$ cat src/hdl/rx_stats_cfg.svh
// Register map, field positions and sizes of the receive statistics block
`ifndef RX_STATS_CFG_SVH
`define RX_STATS_CFG_SVH

// Word indices; byte address is four times the index
`define RX_CTRL_IDX 12'h945
`define RX_STATE_IDX 12'h946
`define RX_IRQ_STATUS_IDX 12'h950
`define RX_IRQ_MASK_IDX 12'h951
`define RX_BYTES_LO_IDX 12'h960
`define RX_BYTES_HI_IDX 12'h961

// Bus and counter widths
`define ADR_W 14
`define DATA_W 32
`define CNT_W 64
`define INC_W 16
`define IRQ_W 2

// Control, state and interrupt fields
`define CTRL_RESET_BIT 0
`define CTRL_PCLR_BIT 1
`define CTRL_SHADOW_BIT 2
`define STATE_PARERR_BIT 0
`define STATE_PAUSED_BIT 1
`define IRQ_PARERR_BIT 0
`define IRQ_WRAP_BIT 1

// Reset values
`define IRQ_MASK_RESET 2'h0
`define COUNT_RESET 64'h0

`endif

$ cat src/hdl/rx_stats_pkg.sv
// Types shared by the receive statistics modules
package rx_stats_pkg;
`include "rx_stats_cfg.svh"

    typedef logic [`CNT_W-1:0] count_t;

    typedef struct packed {
        count_t count;
        logic [1:0] parity;
        logic parityFault;
        logic wrap;
    } counter_state_s;

    typedef struct packed {
        count_t held;
    } snapshot_state_s;

    typedef struct packed {
        logic shadow;
        logic parityErr;
        logic [`IRQ_W-1:0] irqStatus;
        logic [`IRQ_W-1:0] irqMask;
        logic ack;
        logic [`DATA_W-1:0] rdData;
        logic irq;
    } top_state_s;
endpackage : rx_stats_pkg

$ cat src/hdl/stat_if.sv
// Link between the control logic, the live counter and the snapshot
`timescale 1ns/1ps
`default_nettype none
`include "rx_stats_cfg.svh"
interface stat_if;
    import rx_stats_pkg::*;
    logic clear;
    logic [`INC_W-1:0] inc;
    logic incValid;
    logic capture;
    count_t live;
    count_t held;
    logic parityFault;
    logic wrap;

    modport counter (input clear, input inc, input incValid,
        output live, output parityFault, output wrap);
    modport snap (input clear, input capture, input live, output held);
    modport ctl (output clear, output inc, output incValid, output capture,
        input live, input held, input parityFault, input wrap);
endinterface : stat_if
`default_nettype wire
$ cat src/hdl/rx_byte_counter.sv
// Live 64-bit good byte counter with per-word parity check
`timescale 1ns/1ps
`default_nettype none
`include "rx_stats_cfg.svh"
module rx_byte_counter
    import rx_stats_pkg::*;
(
    input wire logic clk,
    input wire logic rst,
    stat_if.counter cnt
);
    counter_state_s st;
    counter_state_s next_st;
    logic [`CNT_W:0] sum;

    // Count, wrap and parity bookkeeping
    always_comb begin
        next_st = st;
        sum = {1'b0, st.count} + {{(`CNT_W-`INC_W+1){1'b0}}, cnt.inc};
        next_st.wrap = 1'b0;
        // Stored parity disagreeing with the word flags an upset
        next_st.parityFault = (^st.count[31:0] != st.parity[0]) |
            (^st.count[63:32] != st.parity[1]);
        if (cnt.clear) begin
            next_st.count = `COUNT_RESET;
        end else if (cnt.incValid) begin
            // Wraps modulo two to the 64th
            next_st.count = sum[`CNT_W-1:0];
            next_st.wrap = sum[`CNT_W];
        end
        next_st.parity = {^next_st.count[63:32], ^next_st.count[31:0]};
    end

    // State register
    always_ff @(posedge clk) begin
        if (rst) begin
            st <= '0;
        end else begin
            st <= next_st;
        end
    end

    assign cnt.live = st.count;
    assign cnt.parityFault = st.parityFault;
    assign cnt.wrap = st.wrap;
endmodule : rx_byte_counter
`default_nettype wire

$ cat src/hdl/rx_snapshot.sv
// Frozen copy of the counter shown while software pauses the view
`timescale 1ns/1ps
`default_nettype none
`include "rx_stats_cfg.svh"
module rx_snapshot
    import rx_stats_pkg::*;
(
    input wire logic clk,
    input wire logic rst,
    stat_if.snap snp
);
    snapshot_state_s st;
    snapshot_state_s next_st;

    // Clear beats capture so a reset during pause reads zero
    always_comb begin
        next_st = st;
        if (snp.clear) begin
            next_st.held = `COUNT_RESET;
        end else if (snp.capture) begin
            next_st.held = snp.live;
        end
    end

    // State register
    always_ff @(posedge clk) begin
        if (rst) begin
            st <= '0;
        end else begin
            st <= next_st;
        end
    end

    assign snp.held = st.held;
endmodule : rx_snapshot
`default_nettype wire

$ cat src/hdl/rx_statistics_control_counters.sv
// Receive statistics control, status and good byte counter behind Wishbone
// Function
// - While the shadow bit is one, reads show the values captured when it was set.
// - The shadow bit stays set until software writes zero, then reads track live.
// - Writing one to parity-clear clears the parity flag and the bit reads zero.
// - Writing one to reset-all clears all statistics at once and reads back zero.
// - Control bits 31 to 3 are reserved and have no effect.
// - The paused status bit follows the shadow bit.
// - The parity status bit sets on any counter parity error until cleared.
// - Status upper bits read zero and writes to status do nothing.
// - Only bytes of frames without FCS, size or length errors are counted.
// - Each cycle the strobe is high the 16-bit increment is added.
// - The 64-bit count reads as a low word and a high word.
//
// Our own choice: register access over Wishbone.
`timescale 1ns/1ps
`default_nettype none
`include "rx_stats_cfg.svh"
module rx_statistics_control_counters
    import rx_stats_pkg::*;
(
    input wire logic clk,
    input wire logic rst,
    input wire logic wbCyc,
    input wire logic wbStb,
    input wire logic wbWe,
    input wire logic [`ADR_W-1:0] wbAdr,
    input wire logic [3:0] wbSel,
    input wire logic [`DATA_W-1:0] wbDatWr,
    output logic [`DATA_W-1:0] wbDatRd,
    output logic wbAck,
    input wire logic [`INC_W-1:0] rxGoodByteIncrement,
    input wire logic rxGoodByteIncrementStrobe,
    input wire logic rxFrameErrored,
    output logic irq
);
    top_state_s st;
    top_state_s next_st;

    stat_if link ();

    logic [11:0] idx;
    logic req;
    logic wr;
    logic rd;
    logic ctrlWr;
    logic irqStatusWr;
    logic irqMaskWr;
    logic resetAllPulse;
    logic parityClearPulse;
    count_t readable;
    logic [`IRQ_W-1:0] events;
    logic [`DATA_W-1:0] rdMux;

    // Live counter and its frozen copy
    rx_byte_counter counter (
        .clk(clk),
        .rst(rst),
        .cnt(link.counter)
    );

    rx_snapshot snapshot (
        .clk(clk),
        .rst(rst),
        .snp(link.snap)
    );

    // Bus decode; a new request only when no ack is pending
    assign idx = wbAdr[`ADR_W-1:2];
    assign req = wbCyc & wbStb & ~st.ack;
    assign wr = req & wbWe;
    assign rd = req & ~wbWe;
    assign ctrlWr = wr & (idx == `RX_CTRL_IDX) & wbSel[0];
    assign irqStatusWr = wr & (idx == `RX_IRQ_STATUS_IDX) & wbSel[0];
    assign irqMaskWr = wr & (idx == `RX_IRQ_MASK_IDX) & wbSel[0];

    assign resetAllPulse = ctrlWr & wbDatWr[`CTRL_RESET_BIT];
    assign parityClearPulse = ctrlWr & wbDatWr[`CTRL_PCLR_BIT];

    // errored frames never reach the counter
    assign link.inc = rxGoodByteIncrement;
    assign link.incValid = rxGoodByteIncrementStrobe & ~rxFrameErrored;
    assign link.clear = resetAllPulse;
    // capture only on the zero-to-one edge of the shadow bit
    assign link.capture = ctrlWr & wbDatWr[`CTRL_SHADOW_BIT] & ~st.shadow;

    assign readable = st.shadow ? link.held : link.live;

    // Interrupt sources
    assign events[`IRQ_PARERR_BIT] = link.parityFault;
    assign events[`IRQ_WRAP_BIT] = link.wrap;

    // Read data selection; unmapped words read zero
    always_comb begin
        rdMux = '0;
        case (idx)
            `RX_CTRL_IDX: begin
                // self-clearing and reserved bits read zero
                rdMux[`CTRL_SHADOW_BIT] = st.shadow;
            end
            `RX_STATE_IDX: begin
                rdMux[`STATE_PAUSED_BIT] = st.shadow;
                rdMux[`STATE_PARERR_BIT] = st.parityErr;
            end
            `RX_IRQ_STATUS_IDX: begin
                rdMux[`IRQ_W-1:0] = st.irqStatus;
            end
            `RX_IRQ_MASK_IDX: begin
                rdMux[`IRQ_W-1:0] = st.irqMask;
            end
            // low and high words of the 64-bit count
            `RX_BYTES_LO_IDX: begin
                rdMux = readable[31:0];
            end
            `RX_BYTES_HI_IDX: begin
                rdMux = readable[63:32];
            end
            default: begin
                rdMux = '0;
            end
        endcase
    end

    // Next state of the control and bus logic
    always_comb begin
        next_st = st;
        // Ack lasts one cycle; every request is answered, mapped or not
        next_st.ack = req;
        next_st.rdData = rd ? rdMux : '0;
        // shadow bit changes only by a control write
        if (ctrlWr) begin
            next_st.shadow = wbDatWr[`CTRL_SHADOW_BIT];
        end
        // sticky parity flag; a fault in the clear cycle wins
        next_st.parityErr = (st.parityErr & ~parityClearPulse) | link.parityFault;
        // Write-one-to-clear, a new event wins over the clear
        next_st.irqStatus = (st.irqStatus & ~(irqStatusWr ? wbDatWr[`IRQ_W-1:0] : '0))
            | events;
        if (irqMaskWr) begin
            next_st.irqMask = wbDatWr[`IRQ_W-1:0];
        end
        next_st.irq = |(next_st.irqStatus & next_st.irqMask);
    end

    // state register, everything to zero at reset
    always_ff @(posedge clk) begin
        if (rst) begin
            st <= '0;
            st.irqMask <= `IRQ_MASK_RESET;
        end else begin
            st <= next_st;
        end
    end

    // Outputs straight from flip-flops
    assign wbAck = st.ack;
    assign wbDatRd = st.rdData;
    assign irq = st.irq;

    // frozen view; a control write may release it or clear it by reset-all
    frozen_view_a: assert property (@(posedge clk) disable iff (rst)
        st.shadow && !ctrlWr |=> $stable(link.held)
        && readable == $past(link.held))
        else $error("paused view changed");

    shadow_hold_a: assert property (@(posedge clk) disable iff (rst)
        st.shadow && !ctrlWr |=> st.shadow)
        else $error("shadow bit dropped without a write");

    release_live_a: assert property (@(posedge clk) disable iff (rst)
        ctrlWr && !wbDatWr[`CTRL_SHADOW_BIT] |=> !st.shadow ##0 readable == link.live)
        else $error("view not live after release");

    parity_clear_a: assert property (@(posedge clk) disable iff (rst)
        parityClearPulse && !link.parityFault |=> !st.parityErr)
        else $error("parity flag not cleared");

    reset_all_a: assert property (@(posedge clk) disable iff (rst)
        resetAllPulse |=> link.live == '0 && link.held == '0)
        else $error("counters not cleared by reset-all");

    // control reads back only the shadow bit
    ctrl_reserved_a: assert property (@(posedge clk) disable iff (rst)
        rd && idx == `RX_CTRL_IDX |=> wbAck && wbDatRd[31:3] == '0
        && wbDatRd[1:0] == 2'h0)
        else $error("control reserved or self-clearing bits read nonzero");

    paused_bit_a: assert property (@(posedge clk) disable iff (rst)
        rd && idx == `RX_STATE_IDX |=> wbDatRd[`STATE_PAUSED_BIT] == $past(st.shadow))
        else $error("paused bit disagrees with shadow");

    parity_set_a: assert property (@(posedge clk) disable iff (rst)
        link.parityFault |=> st.parityErr)
        else $error("parity fault not flagged");

    state_reserved_a: assert property (@(posedge clk) disable iff (rst)
        rd && idx == `RX_STATE_IDX |=> wbDatRd[31:2] == '0)
        else $error("status reserved bits nonzero");

    // errored frames leave the count alone
    errored_frame_a: assert property (@(posedge clk) disable iff (rst)
        rxFrameErrored && !resetAllPulse |=> $stable(link.live))
        else $error("errored frame counted");

    increment_add_a: assert property (@(posedge clk) disable iff (rst)
        rxGoodByteIncrementStrobe && !rxFrameErrored && !resetAllPulse
        |=> link.live == $past(link.live) + $past(link.inc))
        else $error("increment not added");

    high_word_a: assert property (@(posedge clk) disable iff (rst)
        rd && idx == `RX_BYTES_HI_IDX |=> wbDatRd == $past(readable[63:32]))
        else $error("high word mismatch");

    low_word_a: assert property (@(posedge clk) disable iff (rst)
        rd && idx == `RX_BYTES_LO_IDX |=> wbDatRd == $past(readable[31:0]))
        else $error("low word mismatch");

    reset_clean_a: assert property (@(posedge clk)
        $fell(rst) |-> link.live == '0 && link.held == '0 && !st.parityErr && !st.shadow
        && !irq && !wbAck && st.irqMask == '0)
        else $error("state not cleared by reset");

    // Ack is a single-cycle pulse
    ack_pulse_a: assert property (@(posedge clk) disable iff (rst)
        wbAck |=> !wbAck)
        else $error("ack longer than one cycle");

    // Interrupt equals masked status in the same cycle
    irq_level_a: assert property (@(posedge clk) disable iff (rst)
        ##1 irq == |(st.irqStatus & st.irqMask))
        else $error("irq disagrees with masked status");

    // a control write with only reserved bits changes nothing
    ctrl_ignore_a: assert property (@(posedge clk) disable iff (rst)
        ctrlWr && wbDatWr[2:0] == {st.shadow, 2'h0} |=> $stable(st.shadow)
        && $stable(st.parityErr) || $past(link.parityFault))
        else $error("reserved control bits had an effect");

    // writes to status have no effect on the flag
    state_write_a: assert property (@(posedge clk) disable iff (rst)
        wr && idx == `RX_STATE_IDX && !link.parityFault |=> st.parityErr == $past(st.parityErr))
        else $error("status write changed the flag");

    // snapshot takes the live count at the pause edge
    capture_value_a: assert property (@(posedge clk) disable iff (rst)
        link.capture && !link.clear |=> link.held == $past(link.live))
        else $error("snapshot missed the live count");

    // counting goes on behind a paused view
    paused_count_a: assert property (@(posedge clk) disable iff (rst)
        st.shadow && link.incValid && !link.clear
        |=> link.live == $past(link.live) + $past(link.inc))
        else $error("counter stalled while paused");

    // a control write with the shadow bit set pauses the view
    shadow_set_a: assert property (@(posedge clk) disable iff (rst)
        ctrlWr && wbDatWr[`CTRL_SHADOW_BIT] |=> st.shadow)
        else $error("shadow bit not set by write");

    // byte lane 0 off leaves the control bits alone
    lane_gate_a: assert property (@(posedge clk) disable iff (rst)
        wr && idx == `RX_CTRL_IDX && !wbSel[0] |=> $stable(st.shadow))
        else $error("control write without lane 0 landed");

    // unpaused reads follow the live count
    live_read_a: assert property (@(posedge clk) disable iff (rst)
        rd && idx == `RX_BYTES_LO_IDX && !st.shadow |=> wbDatRd == $past(link.live[31:0]))
        else $error("unpaused read not live");

    // reset-all with the shadow bit set shows a zero snapshot
    reset_paused_a: assert property (@(posedge clk) disable iff (rst)
        resetAllPulse && wbDatWr[`CTRL_SHADOW_BIT] |=> st.shadow && readable == '0)
        else $error("paused view not cleared by reset-all");

    // reset-all is a single pulse, the bit never sticks
    reset_once_a: assert property (@(posedge clk) disable iff (rst)
        resetAllPulse |=> !resetAllPulse)
        else $error("reset-all lasted more than one cycle");

    // the status read shows the sticky parity flag
    parity_read_a: assert property (@(posedge clk) disable iff (rst)
        rd && idx == `RX_STATE_IDX |=> wbDatRd[`STATE_PARERR_BIT] == $past(st.parityErr))
        else $error("parity bit read wrong");

    // flag holds without a clear request
    parity_hold_a: assert property (@(posedge clk) disable iff (rst)
        st.parityErr && !parityClearPulse |=> st.parityErr)
        else $error("parity flag dropped by itself");

    count_hold_a: assert property (@(posedge clk) disable iff (rst)
        !link.incValid && !link.clear |=> $stable(link.live))
        else $error("counter moved without a strobe");

    // carry out of bit 63 leaves only the remainder
    wrap_mod_a: assert property (@(posedge clk) disable iff (rst)
        link.wrap |-> link.live < {{(`CNT_W-`INC_W){1'b0}}, {`INC_W{1'b1}}})
        else $error("counter did not wrap");

    // Every request is answered at the next edge
    ack_answer_a: assert property (@(posedge clk) disable iff (rst)
        req |=> wbAck)
        else $error("request not acknowledged");

    // No answer without a request
    ack_cause_a: assert property (@(posedge clk) disable iff (rst)
        !req |=> !wbAck)
        else $error("ack without a request");

    // Read data is zero outside the ack cycle
    rd_idle_a: assert property (@(posedge clk) disable iff (rst)
        !wbAck |-> wbDatRd == '0)
        else $error("read data outside ack");

    // Write-one-to-clear drops the written interrupt bits
    irq_clear_a: assert property (@(posedge clk) disable iff (rst)
        irqStatusWr && events == '0
        |=> (st.irqStatus & $past(wbDatWr[`IRQ_W-1:0])) == '0)
        else $error("interrupt status not cleared");

    // A new event sets its status bit
    irq_event_a: assert property (@(posedge clk) disable iff (rst)
        events != '0 |=> (st.irqStatus & $past(events)) == $past(events))
        else $error("interrupt event lost");

    // Mask write lands
    irq_mask_a: assert property (@(posedge clk) disable iff (rst)
        irqMaskWr |=> st.irqMask == $past(wbDatWr[`IRQ_W-1:0]))
        else $error("interrupt mask not written");
endmodule : rx_statistics_control_counters
`default_nettype wire

$ cat config.mk
export PLATFORM = sky130hd
export DESIGN_NAME = rx_statistics_control_counters
export DESIGN_NICKNAME = d
export VERILOG_FILES = /design/src/hdl/rx_stats_pkg.sv /design/src/hdl/stat_if.sv /design/src/hdl/rx_byte_counter.sv /design/src/hdl/rx_snapshot.sv /design/src/hdl/rx_statistics_control_counters.sv
export VERILOG_INCLUDE_DIRS = /design/src /design/src/hdl
export SDC_FILE = /design/constraint.sdc
export NUM_CORES = 1
export LEC_CHECK = 0
export BUFFER_PORTS_ARGS = -buffer_cell sky130_fd_sc_hd__buf_4
export CORE_MARGIN = 1
export CORE_UTILIZATION = 28
export DETAILED_ROUTE_END_ITERATION = 7
export PLACE_DENSITY_LB_ADDON = 0.15
export SLEW_MARGIN = 10
export SYNTH_ARGS = -nofsm -noshare
export SYNTH_HDL_FRONTEND = slang
export SYNTH_HIERARCHICAL = 1
export SYNTH_SLANG_ARGS = --single-unit
export TNS_END_PERCENT = 100
$ cat constraint.sdc
create_clock -name clk -period 7.35 [get_ports clk]
set_clock_uncertainty 0.1 [all_clocks]
set_input_delay 1.47 -clock clk [delete_from_list [all_inputs] [get_ports clk]]
set_output_delay 1.47 -clock clk [all_outputs]
set_load 0.02 [all_outputs]
==> results.md, run 1 <==
- Status: complete, no violations
- # hold bufs at CTS: 0
- Final WS setup: 2172 ps
- Post-layout min period: 5178 ps
- CTS buffer count: 17
- Worst Path Required: between 7000 and 8000 ps
- Core ar.: 0.03767 mm²
- Achievable frequency: 0.1931 GHz
- R2R Path End: counter/st[2]
- Hold Startpoint: counter/cnt.parityFault
- Ys async rst share: 0%
- Layout cells sized above 1: between 10% and 20%
- Routed Antenna Nets: 0
- Post-synthesis cell count: 1149
- PortBufs: just over 70
- Worst path cell trace: buf_4 -> nor3b_2 -> nand4b_1 -> or4_4 -> nor2_1 -> nand2b_1 -> nor2_1 -> a221oi_1 -> xnor2_1 -> xnor2_1 -> xnor2_1 -> xnor2_1 -> xnor2_1 -> xnor2_1 -> xnor3_1 -> nor2_1
- Final Hold Fails: 0
- Clock Sinks: 172
- Setup bufs post-CTS: 0
- Leading area contributor after synthesis: dfxtp_1
- WL per Instance: ~17 µm
- Vias per cell: 4.582
- Worst reg2reg path startpoint: wbAck
- Total of max-cap violations: 0
- Gr usage total: about 15%
- Post-Syn Area: 0.01072 mm²
- Total power draw: 2.211 mW
- Synthesized Nets: 1263
- Worst skew pair latency: 430 ps
- Standard-cell rows: 71
- RSZ-0062 raised after global routing: false
- Max VDD drop: about 0.10 mV
- Place WS: around 1800 ps
- PostCTS Resize Cnt: 0
- Met2 WL: 12620 µm
- Antenna violations before repair: 0
- Max Root-Sink Buffers: 2
- Chip width: 197.7 µm
- CP max FO: 7
- CP Launch Type: primary input
- Synth warn: 6
- Met1 WL: ~14000 µm
- CTS root buf: clkbuf_16
- Clock slew at reported path FFs: 70 ps
- Max Slew Vio Count: 0
- RD Place Congestion: 0.7880
- Critical path destination: counter/st[2]
- Hpwl dp: 21000 µm
- Vias: 7468
- Main synth FF type: dfxtp_1
- Worst reg2reg setup slack: roughly 3200 ps
- Routed met3 length: 570 µm
- Worst hold slack: approximately 350 ps
- Hold path depth: 2
- Slowest-stage cell, CP: or4_4
- Setup violators final: 0
- Setup tns final: 0 ps
- DR pass1 iterations: 4
- Sequential cell area fraction in the yosys report: 32.11%
- DR top layer: met4
- I/O Pins: about 110
- CP endpoint kind: flop
- First-pass GRT wire length: ~44000 µm
- Crit path top cell by count: xnor2_1
- CTS tree: yes
- Syn_area_per_cell: 9.332 µm²
- First DRT Iteration DRCs: 316
- Slew @ Worst Pin: between 800 and 900 ps
- Leak Pwr: 4.122 nW
- Die height: roughly 200 µm
- DR DRC count: 0
- Setup CP Type: primary input to flop
- Max incr delay on CP: about 610 ps
- Drt total wl: roughly 28000 µm
- Slew HR: a little under half
- GRT Residual Overflow: 0
- Number of synthesized register bits: 172
- Post-synth top area share: 32.11%
- Area grow syn2layout: 7.632%
- EDFF count, synth: 0
- Number of global-route vias before repair: between 7000 and 8000
- Htree depth: 4
- Final period utilization: between 70% and 80%
- Power Density: 191.5 mW/mm²
- Distinct cells, synth: 78
- CP arrival: roughly 5500 ps
- Largest net degree at the start of global routing: 56
- Die Area: 0.03908 mm²
- Reg2Reg Depth: 14
- Synth top area cells: dfxtp_1, mux2i_1, xnor2_1, buf_4, nor2_1
- Min-delay worst type: flop to flop
- Net count, final: between 1000 and 1500
- Initial core utilization: 28.47%
- First element of the critical path: wbAdr[6]
- Fillers: 4032
==> routing by layer <==
metal	vias to the layer above	global-route usage, %
li1	3799	-
met1	3570	20.63
met2	79	23.72
met3	20	2.112
met4	0	4.192
met5	-	0
==> worst max-delay path, delay by kind of cell <==
kind / cells / cell delay, ps
and+or+nand+nor: 7 / 1990
buffers and inverters: 1 / 120
xor gates and xnor gates: 7 / 1500
AOI/OAI and AO/OA: 1 / 380
==> power breakdown <==
group	leakage, nW	total, mW	internal, mW	switching (mW)
combinational	2.43	0.288	0.137	0.150
sequential	1.39	0.966	0.947	0.0193
clock	0.299	0.957	0.566	0.392
total	4.12	2.21	1.65	0.561
==> sequential cells by signal (all words and copies together) (netlist names) <==
register                 cells
counter/cnt.live            64
counter/cnt.parityFault      1
counter/cnt.wrap             1
counter/st                   2
irq                          1
snapshot/snp.held           64
st                           6
wbAck                        1
wbDatRd                     32
==> cell type report <==
type                       count  area, µm²  area share (%)
multi-input combinational    813       6130           53.11
sequential                   172       3447           29.87
tap                          511      639.4           5.540
timing repair buffer          84      630.6           5.464
clock buffer                  20      466.7           4.044
clock inverter                12      161.4           1.399
inverter                      17      63.81          0.5529
antenna                        1      2.502         0.02168
==> logic make-up after synthesis <==
family / count (synthesis) / synth area share, %
buffers and inverters: 164 / 10.79
DFF: 172 / 32.11
AOI/OAI and AO/OA: 129 / 9.230
xor gates and xnor gates: 152 / 13.86
adders and majority gates: 41 / 4.854
and+or+nand+nor: 352 / 16.13
muxes: 139 / 13.02
==> how the worst min path moves through the flow <==
stage | endpoint
global route | st[38]
floorplan | st[37]
global placement | st[38]
CTS | st[38]
finish | st[38]
detailed placement | st[38]
==> synth_stat cells (8+ instances only) <==
master    number
a21oi_1       26
ha_1          40
nand4_1       16
nand3_1       22
buf_6         11
buf_4        100
mux2i_1      135
a21o_1         8
nor2_1       185
xnor3_1        8
clkbuf_1      16
inv_1         16
xnor2_1       99
dfxtp_1      172
o22a_1        29
xor2_1        42
a31oi_1        8
nand2_1       53
nor3_1         9
buf_2         13
o21ai_0       16
==> metrics by stage <==
stage / std cells / area [µm²] / utilization (%)
final: 1630 / 11540 / 30.64
after global routing: 1629 / 11540 / 30.63
after CTS: 1629 / 11540 / 30.63
after detailed placement: 1597 / 10910 / 28.97
after global placement: 1597 / 10910 / 28.97
after floorplan: 1149 / 10720 / -
==> layout by cell type (no fill, tap or decap), types with 3 or more instances in the layout <==
cell type   count
dfxtp_1       171
nand2b_1        7
xnor3_1         8
clkinvlp_4      3
and2_1          5
nor2_1        185
nand2_1        53
ha_1           40
nand3_1        22
o22a_1         29
clkinv_4        3
and3_1          6
or3_1           7
a211oi_1        4
a31oi_1         8
nor3_1          9
or2_2           5
a21o_1          8
nor2b_1         6
a21oi_1        26
o21ai_0        16
a22oi_1         3
inv_1          16
a311oi_1        3
bufinv_16       3
xor2_1         42
buf_4          84
nand4_1        16
xor3_1          3
and4_1          5
nor3b_2         4
clkbuf_8        3
mux2i_1       135
mux2_2          4
clkbuf_16      17
xnor2_1        99
No activity file was read; power rests on OpenSTA's default activity.
==> run 2: changes to the inputs <==
==> constraint.sdc (replaced) <==
create_clock -name clk -period 4.2 [get_ports clk]
set_clock_uncertainty 0.1 [all_clocks]
set_input_delay 0.84 -clock clk [delete_from_list [all_inputs] [get_ports clk]]
set_output_delay 0.84 -clock clk [all_outputs]
set_load 0.02 [all_outputs]
==> results.md, run 2 (synthesized netlist as in run 1, its figures left out) <==
- Status: complete, no violations
- Final non-filler cell total: 1712 (+5.0%)
- Area grow syn2layout: 13.91%
- Leak Pwr: 4.535 nW (+10%)
- Htree depth: 4 (unchanged)
- Fillers: 4002 (-0.74%)
- Final Hold Fails: 0 (unchanged)
- Drt total wl: 28670 µm (+2.3%)
- DR DRC count: 0 (unchanged)
- CP arrival: 4170 ps (-1280 ps)
- PostCTS Resize Cnt: 0 (unchanged)
- # hold bufs at CTS: 0 (unchanged)
- Layout cells sized above 1: 19.73% (+6.2 points)
- Max Slew Vio Count: 0 (unchanged)
- Most common cell after layout, fill and taps aside: nor2_1
- Net count, final: 1302 (+6.8%)
- RD Place Congestion: 0.8292 (+5.2%)
- Antenna Cells: 0 (-1)
- DR pass1 iterations: 4 (unchanged)
- Setup tns final: 0 ps (unchanged)
- Core ar.: 0.03767 mm² (unchanged)
- Clock slew at reported path FFs: 70 ps (about the same)
- Slew HR: 23.48% (-23 points)
- Die Area: 0.03908 mm² (unchanged)
- Hpwl dp: 21860 µm (+4.1%)
- Vias: 7752 (+3.8%)
- CTS tree: yes
- CTS buffer count: 17 (unchanged)
- GRT Residual Overflow: 0 (unchanged)
- Routed Antenna Nets: 0 (unchanged)
- Total power draw: 3.915 mW (+77%)
- Max Root-Sink Buffers: 2 (unchanged)
- Final Util: 32.43% (+1.8 points)
- Setup violators final: 0 (unchanged)
- Register area: 0.003447 mm² (unchanged)
- RSZ-0062 raised after global routing: false
- Gr usage total: 15.23% (+0.40 points)
- WL per Instance: 16.74 µm (-2.6%)
- First DRT Iteration DRCs: 342 (+8.2%)
- Initial core utilization: 28.47% (unchanged)
- Largest net degree at the start of global routing: 65 (+16%)
- Number of global-route vias before repair: 7711 (+3.1%)
- First-pass GRT wire length: 44850 µm (+2.0%)
- Setup bufs post-CTS: 0 (unchanged)
- Area of the multi-input gates: 0.006161 mm² (+0.51%)
- Die height: 197.7 µm (unchanged)
- Power Density: 320.5 mW/mm² (+67%)
- Min-delay worst type: flop to flop
- Max VDD drop: 0.2005 mV (+93%)
- Placed insts: 1680 (+5.2%)
- Standard-cell rows: 71 (unchanged)
- CP max FO: 4 (-3)
- Setup CP Type: primary input to flop
- Commonest cells after routing, fill and taps aside: nor2_1, dfxtp_1, buf_4
- Post-layout min period: a little under 4000 ps
- Slew @ Worst Pin: 1148 ps (+345.9 ps)
- CP Launch Type: primary input
- Place WS: -395.6 ps (-2158 ps)
- Final WS setup: 305.4 ps (-1867 ps)
- Worst Path Required: 4470 ps (-3150 ps)
- Final period utilization: roughly 90%
- Antenna violations before repair: 0 (unchanged)
- I/O Pins: 107 (unchanged)
- CP endpoint kind: flop
- Total of max-cap violations: 0 (unchanged)
- CTS root buf: clkbuf_16
- Chip width: 197.7 µm (unchanged)
- PortBufs: 72 (unchanged)
- Achievable frequency: 0.2568 GHz
- Clock Sinks: 172 (unchanged)
- Worst skew pair latency: 440 ps (about the same)
- Vias per cell: 4.528 (-1.2%)
[run 2: final timing paths]
| kind | slack [ps] | startpoint | end | cells after the start |
|---|---|---|---|---|
| worst max-delay path | 310 | rxGoodByteIncrement[0] | counter/st[2] | 15 |
| worst min register to register | 370 | counter/cnt.parityFault | st[38] | 2 |
| worst min-delay path | 370 | counter/cnt.parityFault | st[38] | 2 |
| worst max register to register | 490 | counter/cnt.live[4] | counter/st[2] | 13 |
[run 2: power breakdown]
| part | total, mW | internal [mW] | switching [mW] |
|---|---|---|---|
| Clock | 1.64 | 0.938 | 0.701 |
| Sequential | 1.69 | 1.66 | 0.0342 |
| Combinational | 0.585 | 0.303 | 0.282 |
| Total | 3.92 | 2.90 | 1.02 |
[run 2: layout make-up]
class | count | area share [%]
clock buffer | 18 | 3.514
clock inverter | 14 | 1.393
inverter | 17 | 0.5224
multi-input combinational | 813 | 50.44
sequential | 172 | 28.22
tap | 511 | 5.235
timing repair buffer | 167 | 10.67
[run 2: through the flow]
stage,instance area (µm²),hold slack (ps)
6_report,12210,373.6
2_1_floorplan,10720,324.1
5_1_grt,12210,405.3
3_5_place_dp,11580,372.5
3_3_place_gp,11580,367.5
4_1_cts,12180,381.0
[run 2: layer usage]
metal	track usage [%]	part of all wire, %	up-vias
met1	20.46	50	3666
met3	2.351	2.2	24
met4	4.651	1.7	0
met2	24.93	46	95
met5	0	0	-
li1	-	-	3967
[run 2: worst max-delay path: stages]
cell	delay, ps
buf_4	110
ha_1	210
fa_1	390
a21o_1	200
a221o_1	380
a21o_1	210
a31oi_1	170
buf_4	140
nor3b_1	50
xor2_1	250
xnor3_1	380
mux2i_1	200
xnor2_1	140
xnor3_1	400
nor2_1	80
